### src/lf_spi_regs.svh
// Purpose: constants for the serial command port
// Assumes: included by the package and the design file
// Notes:   command codes are 8-bit bytes; CMD_RD_WORK_HI is a 2-bit prefix
`ifndef LF_SPI_REGS_SVH
`define LF_SPI_REGS_SVH
`define CMD_CLASS_BIT      7
`define CMD_TXDATA_BIT     6
`define CMD_START_TX       8'hF0
`define CMD_SDO_ECHO       8'hF1
`define CMD_SDO_STATUS     8'hF2
`define CMD_SDO_GFAIL      8'hF3
`define CMD_SLEEP          8'hF8
`define CMD_STANDBY        8'hF9
`define CMD_SIG_STRENGTH   8'h38
`define CMD_PTR_RESET      8'h3B
`define CMD_DIAG           8'h3F
`define CMD_RD_WORK_HI     2'b10
`define BYTE_ONES          8'hFF
`define STATUS_BYTES       4'h7
`define MAX_DATA_BYTES     5'h0F
`define TIMEOUT_REF_CYCLES 32'h0000_30D4
`endif

### src/lf_spi_pkg.sv
// Purpose: shared types of the serial command port
// Assumes: lf_spi_regs.svh holds the numbers
// Notes:   none
`include "lf_spi_regs.svh"
package lf_spi_pkg;
  typedef enum logic [1:0] {
    SDO_STATUS = 2'b00,
    SDO_GFAIL  = 2'b01,
    SDO_ECHO   = 2'b10,
    SDO_WORK   = 2'b11
  } sdo_mode_t;

  // one decoded command handed to the core
  typedef struct packed {
    logic       circ_valid;
    logic       direct_valid;
    logic [7:0] code;
  } cmd_out_t;

  // error events raised by the port
  typedef struct packed {
    logic serial_err;
    logic unspec_cmd;
    logic overflow;
    logic timeout;
  } port_err_t;
endpackage : lf_spi_pkg

### src/lf_initiator_spi_command_port.sv
// Purpose: serial slave command port of an LF initiator
// Assumes: master-made link clock, sampled by sys_clk_i through two flops
// Notes:   the timeout counts ref_tick_i, one pulse per reference period
// Behaviour
// RULE1: deselected ignores clock, data; output released
// RULE2: master holds select low whole frame
// RULE3: sample on falling, drive on rising edge
// RULE4: command byte then zero to fifteen bytes
// RULE5: default output status bytes then ones
// RULE6: F3 sends general failure flag only
// RULE7: F1 echoes input one byte late
// RULE8: work register read from start address
// RULE9: partial last byte sets serial error
// RULE10: bit 7 circular or direct class
// RULE11: bit 6 loads transmit data bits
// RULE12: 0x codes load configuration register
// RULE13: 1x codes load immobilizer configuration
// RULE14: 2x codes load data format register
// RULE15: 30-37 load control register
// RULE16: 38 signal strength, 3B pointers, 3F diagnosis
// RULE17: F0 transmit, F8 sleep, F9 standby
// RULE18: timeout of 12500 reference periods
// RULE19: general failure flag inverted polarity
// RULE20: msb first; reserved codes flag unspecified
// RULE21: timeout discards frame and flags error
`include "lf_spi_regs.svh"
module lf_initiator_spi_command_port #(
  parameter int unsigned TIMEOUT_CYCLES = `TIMEOUT_REF_CYCLES
) (
  // clock and reset
  input  wire logic                   sys_clk_i,
  input  wire logic                   rst_i,
  input  wire logic                   ref_tick_i,
  // serial pins
  input  wire logic                   select_n_i,
  input  wire logic                   sclk_i,
  input  wire logic                   sdi_i,
  output logic                        sdo_o,
  output logic                        sdo_oe_o,
  // status bytes from the core; byte 0 is the general status byte
  input  wire logic [7:0]             status_byte_i [7],
  input  wire logic                   gen_fail_n_i,
  // working register read port
  output logic [5:0]                  work_addr_o,
  input  wire logic [7:0]             work_data_i,
  // decoded commands and data to the core
  output lf_spi_pkg::cmd_out_t        cmd_o,
  output logic                        data_valid_o,
  output logic [7:0]                  data_o,
  input  wire logic                   sleep_i,
  // error events, one-cycle pulses
  output lf_spi_pkg::port_err_t       err_o
);
  import lf_spi_pkg::*;

  // two-flop synchronisers; stage one read only by stage two
  logic [2:0] sync1, sync2;
  logic       sel_d, sclk_d;
  always_ff @(posedge sys_clk_i) begin
    if (rst_i) begin
      sync1  <= 3'b010;                              // idle levels: select high, link clock low
      sync2  <= 3'b010;
      sel_d  <= 1'b1;
      sclk_d <= 1'b0;
    end else begin
      sync1  <= {sdi_i, select_n_i, sclk_i};
      sync2  <= sync1;
      sel_d  <= sync2[1];
      sclk_d <= sync2[0];
    end
  end

  logic sdi_s, sel_n, sclk_fall, sclk_rise, frame_end, frame_start;
  assign sdi_s       = sync2[2];
  assign sel_n       = sync2[1];
  assign sclk_fall   = ~sel_n & sclk_d & ~sync2[0];  // see RULE1 see RULE3
  assign sclk_rise   = ~sel_n & ~sclk_d & sync2[0];  // see RULE3
  assign frame_end   = sel_n & ~sel_d;               // see RULE9
  assign frame_start = ~sel_n & sel_d;

  // byte length of a circular command, zero for no data
  function automatic logic [4:0] data_len(input logic [7:0] c);
    logic [4:0] n;
    n = 5'h00;
    if (c[`CMD_TXDATA_BIT])
      n = 5'({2'b00, c[5:3]} + 5'h01);              // see RULE11: bits up to 64 in bytes
    else if (!c[5])
      n = 5'({1'b0, c[3:0]} + 5'h01);               // see RULE12 see RULE13
    else if (c[5:3] == 3'b100 || c[5:3] == 3'b101)
      n = 5'({2'b00, c[2:0]} + 5'h01);              // see RULE14
    else if (c[5:3] == 3'b110)
      n = 5'({2'b00, c[2:0]} + 5'h01);              // see RULE15
    return n;
  endfunction : data_len

  // reserved or unknown codes
  function automatic logic is_reserved(input logic [7:0] c);
    logic r;
    r = 1'b0;
    if (c[`CMD_CLASS_BIT])
      r = (c > `CMD_SDO_GFAIL) && (c != `CMD_SLEEP) && (c != `CMD_STANDBY); // see RULE17
    else if (!c[`CMD_TXDATA_BIT] && c[5:3] == 3'b111)
      r = (c != `CMD_SIG_STRENGTH) && (c != `CMD_PTR_RESET) && (c != `CMD_DIAG); // see RULE16
    if (c[7:6] == 2'b11 && c[5] == 1'b0)
      r = 1'b1;
    return r;
  endfunction : is_reserved

  // frame state
  logic [2:0]  bit_cnt, next_bit_cnt;
  logic [7:0]  shreg, next_shreg;
  logic [3:0]  byte_idx, next_byte_idx;
  logic [4:0]  remain, next_remain;
  logic        first, next_first;
  logic        dirty, next_dirty;
  logic        direct_frame, next_direct_frame;
  logic [7:0]  direct_code, next_direct_code;
  sdo_mode_t   mode, next_mode, frame_mode, next_frame_mode;
  logic [5:0]  waddr, next_waddr;
  logic [7:0]  outsh, next_outsh;
  logic [7:0]  echo, next_echo;
  logic        sdo, next_sdo;
  logic [31:0] tmo, next_tmo;
  cmd_out_t    cmd, next_cmd;
  logic        dv, next_dv;
  logic [7:0]  dat, next_dat;
  port_err_t   err, next_err;
  logic [7:0]  rx_byte;
  logic        byte_done;

  assign rx_byte   = {shreg[6:0], sdi_s};                   // see RULE20: msb first
  assign byte_done = sclk_fall && bit_cnt == 3'h7;

  // output byte for the given position of the frame
  function automatic logic [7:0] tx_byte(input sdo_mode_t m, input logic [3:0] i,
                                         input logic [7:0] e, input logic [7:0] w,
                                         input logic [7:0] s, input logic g);
    logic [7:0] b;
    b = `BYTE_ONES;
    case (m)
      SDO_STATUS: b = (i < `STATUS_BYTES) ? s : `BYTE_ONES;  // see RULE5
      SDO_GFAIL:  b = {7'h7F, g};                            // see RULE6 see RULE19
      SDO_ECHO:   b = (i == 4'h0) ? `BYTE_ONES : e;          // see RULE7
      SDO_WORK:   b = w;                                     // see RULE8
      default:    b = `BYTE_ONES;
    endcase
    return b;
  endfunction : tx_byte

  // next values of the frame logic
  always_comb begin
    next_bit_cnt      = bit_cnt;
    next_shreg        = shreg;
    next_byte_idx     = byte_idx;
    next_remain       = remain;
    next_first        = first;
    next_dirty        = dirty;
    next_direct_frame = direct_frame;
    next_direct_code  = direct_code;
    next_mode         = mode;
    next_frame_mode   = frame_mode;
    next_waddr        = waddr;
    next_outsh        = outsh;
    next_echo         = echo;
    next_sdo          = sdo;
    next_tmo          = tmo;
    next_cmd          = '0;
    next_dv           = 1'b0;
    next_dat          = dat;
    next_err          = '0;
    if (sel_n) begin
      next_tmo = '0;
    end else if (ref_tick_i && tmo < TIMEOUT_CYCLES) begin
      next_tmo = tmo + 32'h0000_0001;                        // see RULE18
    end
    if (frame_start) begin
      next_bit_cnt      = 3'h0;
      next_byte_idx     = 4'h0;
      next_first        = 1'b1;
      next_dirty        = 1'b0;
      next_direct_frame = 1'b0;
      next_remain       = 5'h00;
      next_frame_mode   = mode;
      next_outsh        = tx_byte(mode, 4'h0, `BYTE_ONES, work_data_i, status_byte_i[0], gen_fail_n_i);
      next_sdo          = next_outsh[7];
    end else if (!sel_n && tmo == TIMEOUT_CYCLES) begin
      if (!dirty) next_err.timeout = 1'b1;                   // see RULE21: report once
      next_dirty        = 1'b1;
      next_direct_frame = 1'b0;
    end else if (sclk_fall) begin
      next_shreg   = rx_byte;
      next_bit_cnt = 3'(bit_cnt + 3'h1);
      if (byte_done && !dirty) begin
        next_echo     = rx_byte;
        next_byte_idx = (byte_idx == 4'hF) ? byte_idx : 4'(byte_idx + 4'h1);
        if (frame_mode == SDO_WORK) next_waddr = 6'(waddr + 6'h01);
        if (direct_frame) begin
          next_err.unspec_cmd = 1'b1;                        // see RULE10: direct needs own frame
          next_direct_frame   = 1'b0;
          next_dirty          = 1'b1;
        end else if (remain != 5'h00) begin
          next_dv     = 1'b1;
          next_dat    = rx_byte;
          next_remain = 5'(remain - 5'h01);
        end else if (rx_byte[`CMD_CLASS_BIT] && first) begin
          next_direct_frame = 1'b1;                          // see RULE10
          next_direct_code  = rx_byte;
        end else if (rx_byte[`CMD_CLASS_BIT]) begin
          next_err.unspec_cmd = 1'b1;
        end else if (is_reserved(rx_byte)) begin
          next_err.unspec_cmd = 1'b1;                        // see RULE20
        end else begin
          next_cmd.circ_valid = 1'b1;                        // see RULE10 see RULE16
          next_cmd.code       = rx_byte;
          next_remain         = data_len(rx_byte);
          if (data_len(rx_byte) > `MAX_DATA_BYTES) next_err.overflow = 1'b1; // see RULE4
        end
        next_first = 1'b0;
      end
    end else if (sclk_rise && bit_cnt == 3'h0) begin
      // every byte, the first too, reloads here so its msb stands through the first sample
      next_outsh = tx_byte(frame_mode, byte_idx, echo, work_data_i, status_byte_i[byte_idx[2:0]], gen_fail_n_i);
      next_sdo   = next_outsh[7];                            // see RULE3
    end else if (sclk_rise) begin
      next_outsh = {outsh[6:0], 1'b1};
      next_sdo   = outsh[6];
    end
    if (frame_end) begin
      if (bit_cnt != 3'h0) next_err.serial_err = 1'b1;       // see RULE9
      if (direct_frame && bit_cnt == 3'h0 && !dirty) begin
        next_cmd.direct_valid = 1'b1;                        // see RULE17
        next_cmd.code         = direct_code;
        case (direct_code)
          `CMD_SDO_ECHO:   next_mode = SDO_ECHO;
          `CMD_SDO_STATUS: next_mode = SDO_STATUS;
          `CMD_SDO_GFAIL:  next_mode = SDO_GFAIL;
          `CMD_SLEEP:      next_mode = SDO_STATUS;
          default:         next_mode = (mode == SDO_GFAIL) ? SDO_GFAIL : SDO_STATUS;
        endcase
        if (is_reserved(direct_code)) begin
          next_cmd.direct_valid = 1'b0;
          next_err.unspec_cmd   = 1'b1;
        end
      end else if (frame_mode == SDO_ECHO || frame_mode == SDO_WORK) begin
        next_mode = SDO_STATUS;                              // one-frame modes end here
      end
      if (direct_frame && !dirty && direct_code[7:6] == `CMD_RD_WORK_HI
          && bit_cnt == 3'h0 && byte_idx == 4'h1) begin
        next_mode  = SDO_WORK;                               // see RULE8
        next_waddr = direct_code[5:0];
      end
    end
    if (sleep_i && mode == SDO_GFAIL) next_mode = SDO_STATUS; // see RULE6
  end

  // register stage
  always_ff @(posedge sys_clk_i) begin
    if (rst_i) begin
      bit_cnt <= 3'h0; shreg <= 8'h00; byte_idx <= 4'h0; remain <= 5'h00;
      first <= 1'b1; dirty <= 1'b0; direct_frame <= 1'b0; direct_code <= 8'h00;
      mode <= SDO_STATUS; frame_mode <= SDO_STATUS; waddr <= 6'h00;
      outsh <= `BYTE_ONES; echo <= `BYTE_ONES; sdo <= 1'b1; tmo <= '0;
      cmd <= '0; dv <= 1'b0; dat <= 8'h00; err <= '0;
    end else begin
      bit_cnt <= next_bit_cnt; shreg <= next_shreg; byte_idx <= next_byte_idx;
      remain <= next_remain; first <= next_first; dirty <= next_dirty;
      direct_frame <= next_direct_frame; direct_code <= next_direct_code;
      mode <= next_mode; frame_mode <= next_frame_mode; waddr <= next_waddr;
      outsh <= next_outsh; echo <= next_echo; sdo <= next_sdo; tmo <= next_tmo;
      cmd <= next_cmd; dv <= next_dv; dat <= next_dat; err <= next_err;
    end
  end

  // read-register mode records its address on the frame that carried it
  assign work_addr_o  = waddr;
  assign sdo_o        = sdo;
  assign sdo_oe_o     = ~sel_n;                              // see RULE1
  assign cmd_o        = cmd;
  assign data_valid_o = dv;
  assign data_o       = dat;
  assign err_o        = err;
endmodule : lf_initiator_spi_command_port

### config.mk
export PLATFORM = sky130hd
export DESIGN_NAME = lf_initiator_spi_command_port
export DESIGN_NICKNAME = d
export VERILOG_FILES = /design/src/lf_spi_pkg.sv /design/src/lf_initiator_spi_command_port.sv
export VERILOG_INCLUDE_DIRS = /design/src
export SDC_FILE = /design/constraint.sdc
export NUM_CORES = 1
export LEC_CHECK = 0
export BUFFER_PORTS_ARGS = -buffer_cell sky130_fd_sc_hd__buf_2
export CAP_MARGIN = 15
export CORE_MARGIN = 2
export CORE_UTILIZATION = 35
export DETAILED_ROUTE_END_ITERATION = 10
export GPL_TIMING_DRIVEN = 0
export HOLD_SLACK_MARGIN = 0.02
export MAX_ROUTING_LAYER = met4
export SYNTH_ARGS = -nofsm -noshare
export SYNTH_HDL_FRONTEND = slang
export SYNTH_SLANG_ARGS = --single-unit
### constraint.sdc
create_clock -name sys_clk_i -period 3.7 [get_ports sys_clk_i]
set_clock_uncertainty 0.2 [all_clocks]
set_input_delay 0.555 -clock sys_clk_i [delete_from_list [all_inputs] [get_ports sys_clk_i]]
set_output_delay 0.555 -clock sys_clk_i [all_outputs]
set_load 0.005 [all_outputs]
==> results.toml <==
[worst_setup_path]
cp-end-kind = "register"
worstPathMaxFanout = 10
critical_path_class = "reg2reg"
crit_required_ns = 3.79
arrival_ns = 3.15
crit_path_start_kind = "register"

[cts]
cts_setup_buffers = 0
cts_tree = "done"
ctsHoldBuffers = 0
clock_sinks = 119
cts.htree.levels = 4
numCtsBuffers = 17
cts_root_buf = "clkbuf_16"
worstSkewPairLatency_ns = 0.42
cts_resized = 0
clkTransAtPathRegs_ns = 0.06
clock_path_buffers = 2

[status]
outcome = "completed"

[finish]
multiInputGateArea_mm2 = 0.003573
layout.nets = 923
nFillCells = 1761
drive_gt1_share_pct = 18.51
syn_to_final_growth_pct = 21.87
fin_cells = 1073
regArea_mm2 = 0.002382
antenna_cells = 0

[detailed_routing]
drt-vias-per-instance = 5.411
drc_errors = 0
drt_iter0_drc = 440
firstDrtPassIters = 4
wl_per_cell_um = 16.96
vias = 5806
wirelength_um = 18200
final_antenna_net_count = 0

[sta]
final.setup.tns_ns = 0
timing.slew.headroom_pct = 42.79
hold_viol_final = 0
finalSetupViolations = 0
slew_viol_final = 0
rsz0062_at_grt = "no"
worst_pin_slew_ns = 0.8515
fin_hold_ws_ns = 0.1476
fmax_mhz = 327.2
period_minus_slack_ns = 3.056
min_period_over_period_pct = 82.59

[synthesis]
synth.avg_cell_area_um2 = 8.718
syn_area_mm2 = 0.006225
synth_top_cell_area_share_pct = 38.27
ys_ff_latch = 119
synthTopCellsByArea = "dfxtp_1, mux2i_1, nand2_1"
synth_edf_count = 0
synth_warnings = 0
yosysTopAreaCell = "dfxtp_1"
yosysSeqAreaShare_pct = 38.27
ys.flop_type = "dfxtp_1"
synth_fp_nets = 801
synth_cell_types = 67
synthesis.instances = 714
synthArstFlopShare_pct = 0

[global_routing]
grt-ovfl-total = 0
antenna_found_initial = 0
grt_start_max_net_pins = 17
grt_usage_pct = 19.72
grt_pass1_wl_um = 27970
first_global_vias = 5309

[floorplan]
die_y_um = 137.4
ios = 103
core_mm2 = 0.01736
dieArea_mm2 = 0.01887
initial_core_util_pct = 35.86
rows = 48
die_x_um = 137.4

[placed_design]
io_buffers = 102
dp_hpwl_um = 13600
dpl.cell_count = 1041
routabilityCongestion = 0.8857

[power_and_ir_drop]
intPower_mw = 2.332
vdd_drop_max_mv = 0.2991
seqPwrFrac_pct = 43.2
finalPower_mw = 3.001
p_switching_mw = 0.6685
p_clk_share_pct = 52.5
p_per_area_mw_per_mm2 = 395.6
comb_power_share_pct = 4.3
swShare_pct = 22.28
leakage_nw = 2.998

[worst_hold_path]
hp-class = "in2reg"

[run]
drv_cap = 0
## metal layers
layer | share of wire, % | track usage (%) | vias up
met5 | 0 | - | -
met4 | 2.0 | 6.243 | 0
met3 | 5.1 | 4.121 | 23
met2 | 46 | 31.26 | 162
met1 | 47 | 25.20 | 2727
li1 | - | - | 2894
## cells by family (layout without fill, tap and decap cells)
logic type      count (synthesis)  count (layout)  synth area share, %
mux                            52              52                8.583
xor+xnor                        3               3               0.4222
fa+ha+maj                      15              15                3.015
simple gates                  290             290                25.15
compound gates                167             167                20.24
buf+inv                        68             202                4.321
flops                         119             119                38.27
## power by group through the flow
stage	logic [mW]	clock network, mW	registers, mW
floorplan	0.0620	0	1.32
global placement	0.127	0	1.32
detailed placement	0.128	0	1.32
CTS	0.129	1.59	1.30
global route	0.142	1.65	1.30
finish	0.129	1.57	1.30
## cells in the final DEF, fill, tap and decap left out, types with 5 or more instances in the layout
cell type and n:
o22ai_1 10, nor3_1 13, nand4_1 8, a31oi_1 8, o211ai_1 16, o21ai_0 20, nand2b_1 13, and3_1 5
nand3b_1 12, ha_1 15, nor2_1 52, a21oi_1 40, nor4_1 12, or2_2 6, clkbuf_1 45, clkbuf_16 17
o31ai_1 11, or4_1 7, dfxtp_1 119, o221ai_1 5, nand2_1 56, a22o_1 9, and2_1 22, inv_1 20
a22oi_1 6, nor3b_1 5, or3_1 20, mux2i_1 50, nor2b_1 15, buf_2 104, nand3_1 30
## cells in the mapped netlist (6+ instances only)
cell and instances:
a31oi_1 8, nand3_1 30, a22oi_1 6, o31ai_1 11
inv_1 20, nand4_1 8, and2_1 22, clkbuf_1 43
nand2b_1 13, o22ai_1 10, ha_1 15, o211ai_1 16
nor2_1 52, a22o_1 9, a21oi_1 40, mux2i_1 50
nand3b_1 12, or4_1 7, or2_2 6, o21ai_0 20
nor2b_1 15, or3_1 20, dfxtp_1 119, nand2_1 56
nor4_1 12, nor3_1 13
## worst paths after layout
| kind | startpoint | to | slack [ns] | depth (start not counted) |
|---|---|---|---|---|
| worst max register to register | byte_idx[1]$_SDFFE_PP0P_ | outsh[1]$_SDFFE_PP1P_ | 0.64 | 9 |
| worst min register to register | sync1[1]$_SDFF_PP1_ | sync2[1]$_SDFF_PP1_ | 0.21 | 1 |
| worst max-delay path | byte_idx[1]$_SDFFE_PP0P_ | outsh[1]$_SDFFE_PP1P_ | 0.64 | 9 |
| worst min-delay path | sdi_i | sync1[2]$_SDFF_PP0_ | 0.15 | 2 |
## stage by stage
stage          cell area, um^2  utilization (%)  setup slack, ns
2_1_floorplan             6225                -           0.9862
3_3_place_gp              7017            40.43           0.6802
3_5_place_dp              7017            40.43           0.6989
4_1_cts                   7581            43.68           0.6622
5_1_grt                   7586            43.71           0.5132
6_report                  7586            43.71           0.6442
## registers in the layout, summed over array words and instances, names as in the netlist, 5 cells and up
name / cells
cmd_o: 10
data_o: 8
tmo: 32
outsh: 7
direct_code: 8
echo: 8
shreg: 7
remain: 5
work_addr_o: 6
## final cells by class
| type | instances | share of cell area (%) |
|---|---|---|
| buffer | 47 | 2.507 |
| clock buffer | 19 | 5.707 |
| clock inverter | 12 | 1.732 |
| inverter | 21 | 1.039 |
| multi-input combinational | 527 | 47.11 |
| sequential | 119 | 31.40 |
| tap | 225 | 3.711 |
| timing repair buffer | 103 | 6.795 |
## worst max-delay path: stages (launching register included)
cell and delay, ns:
dfxtp_1 0.33, clkbuf_1 0.42, clkbuf_1 0.46, inv_1 0.13, ha_1 0.20, nor3b_1 0.19
or3_1 0.42, a21oi_1 0.16, nor4_1 0.06, or3_1 0.35
No activity file was read; power rests on OpenSTA's default activity.
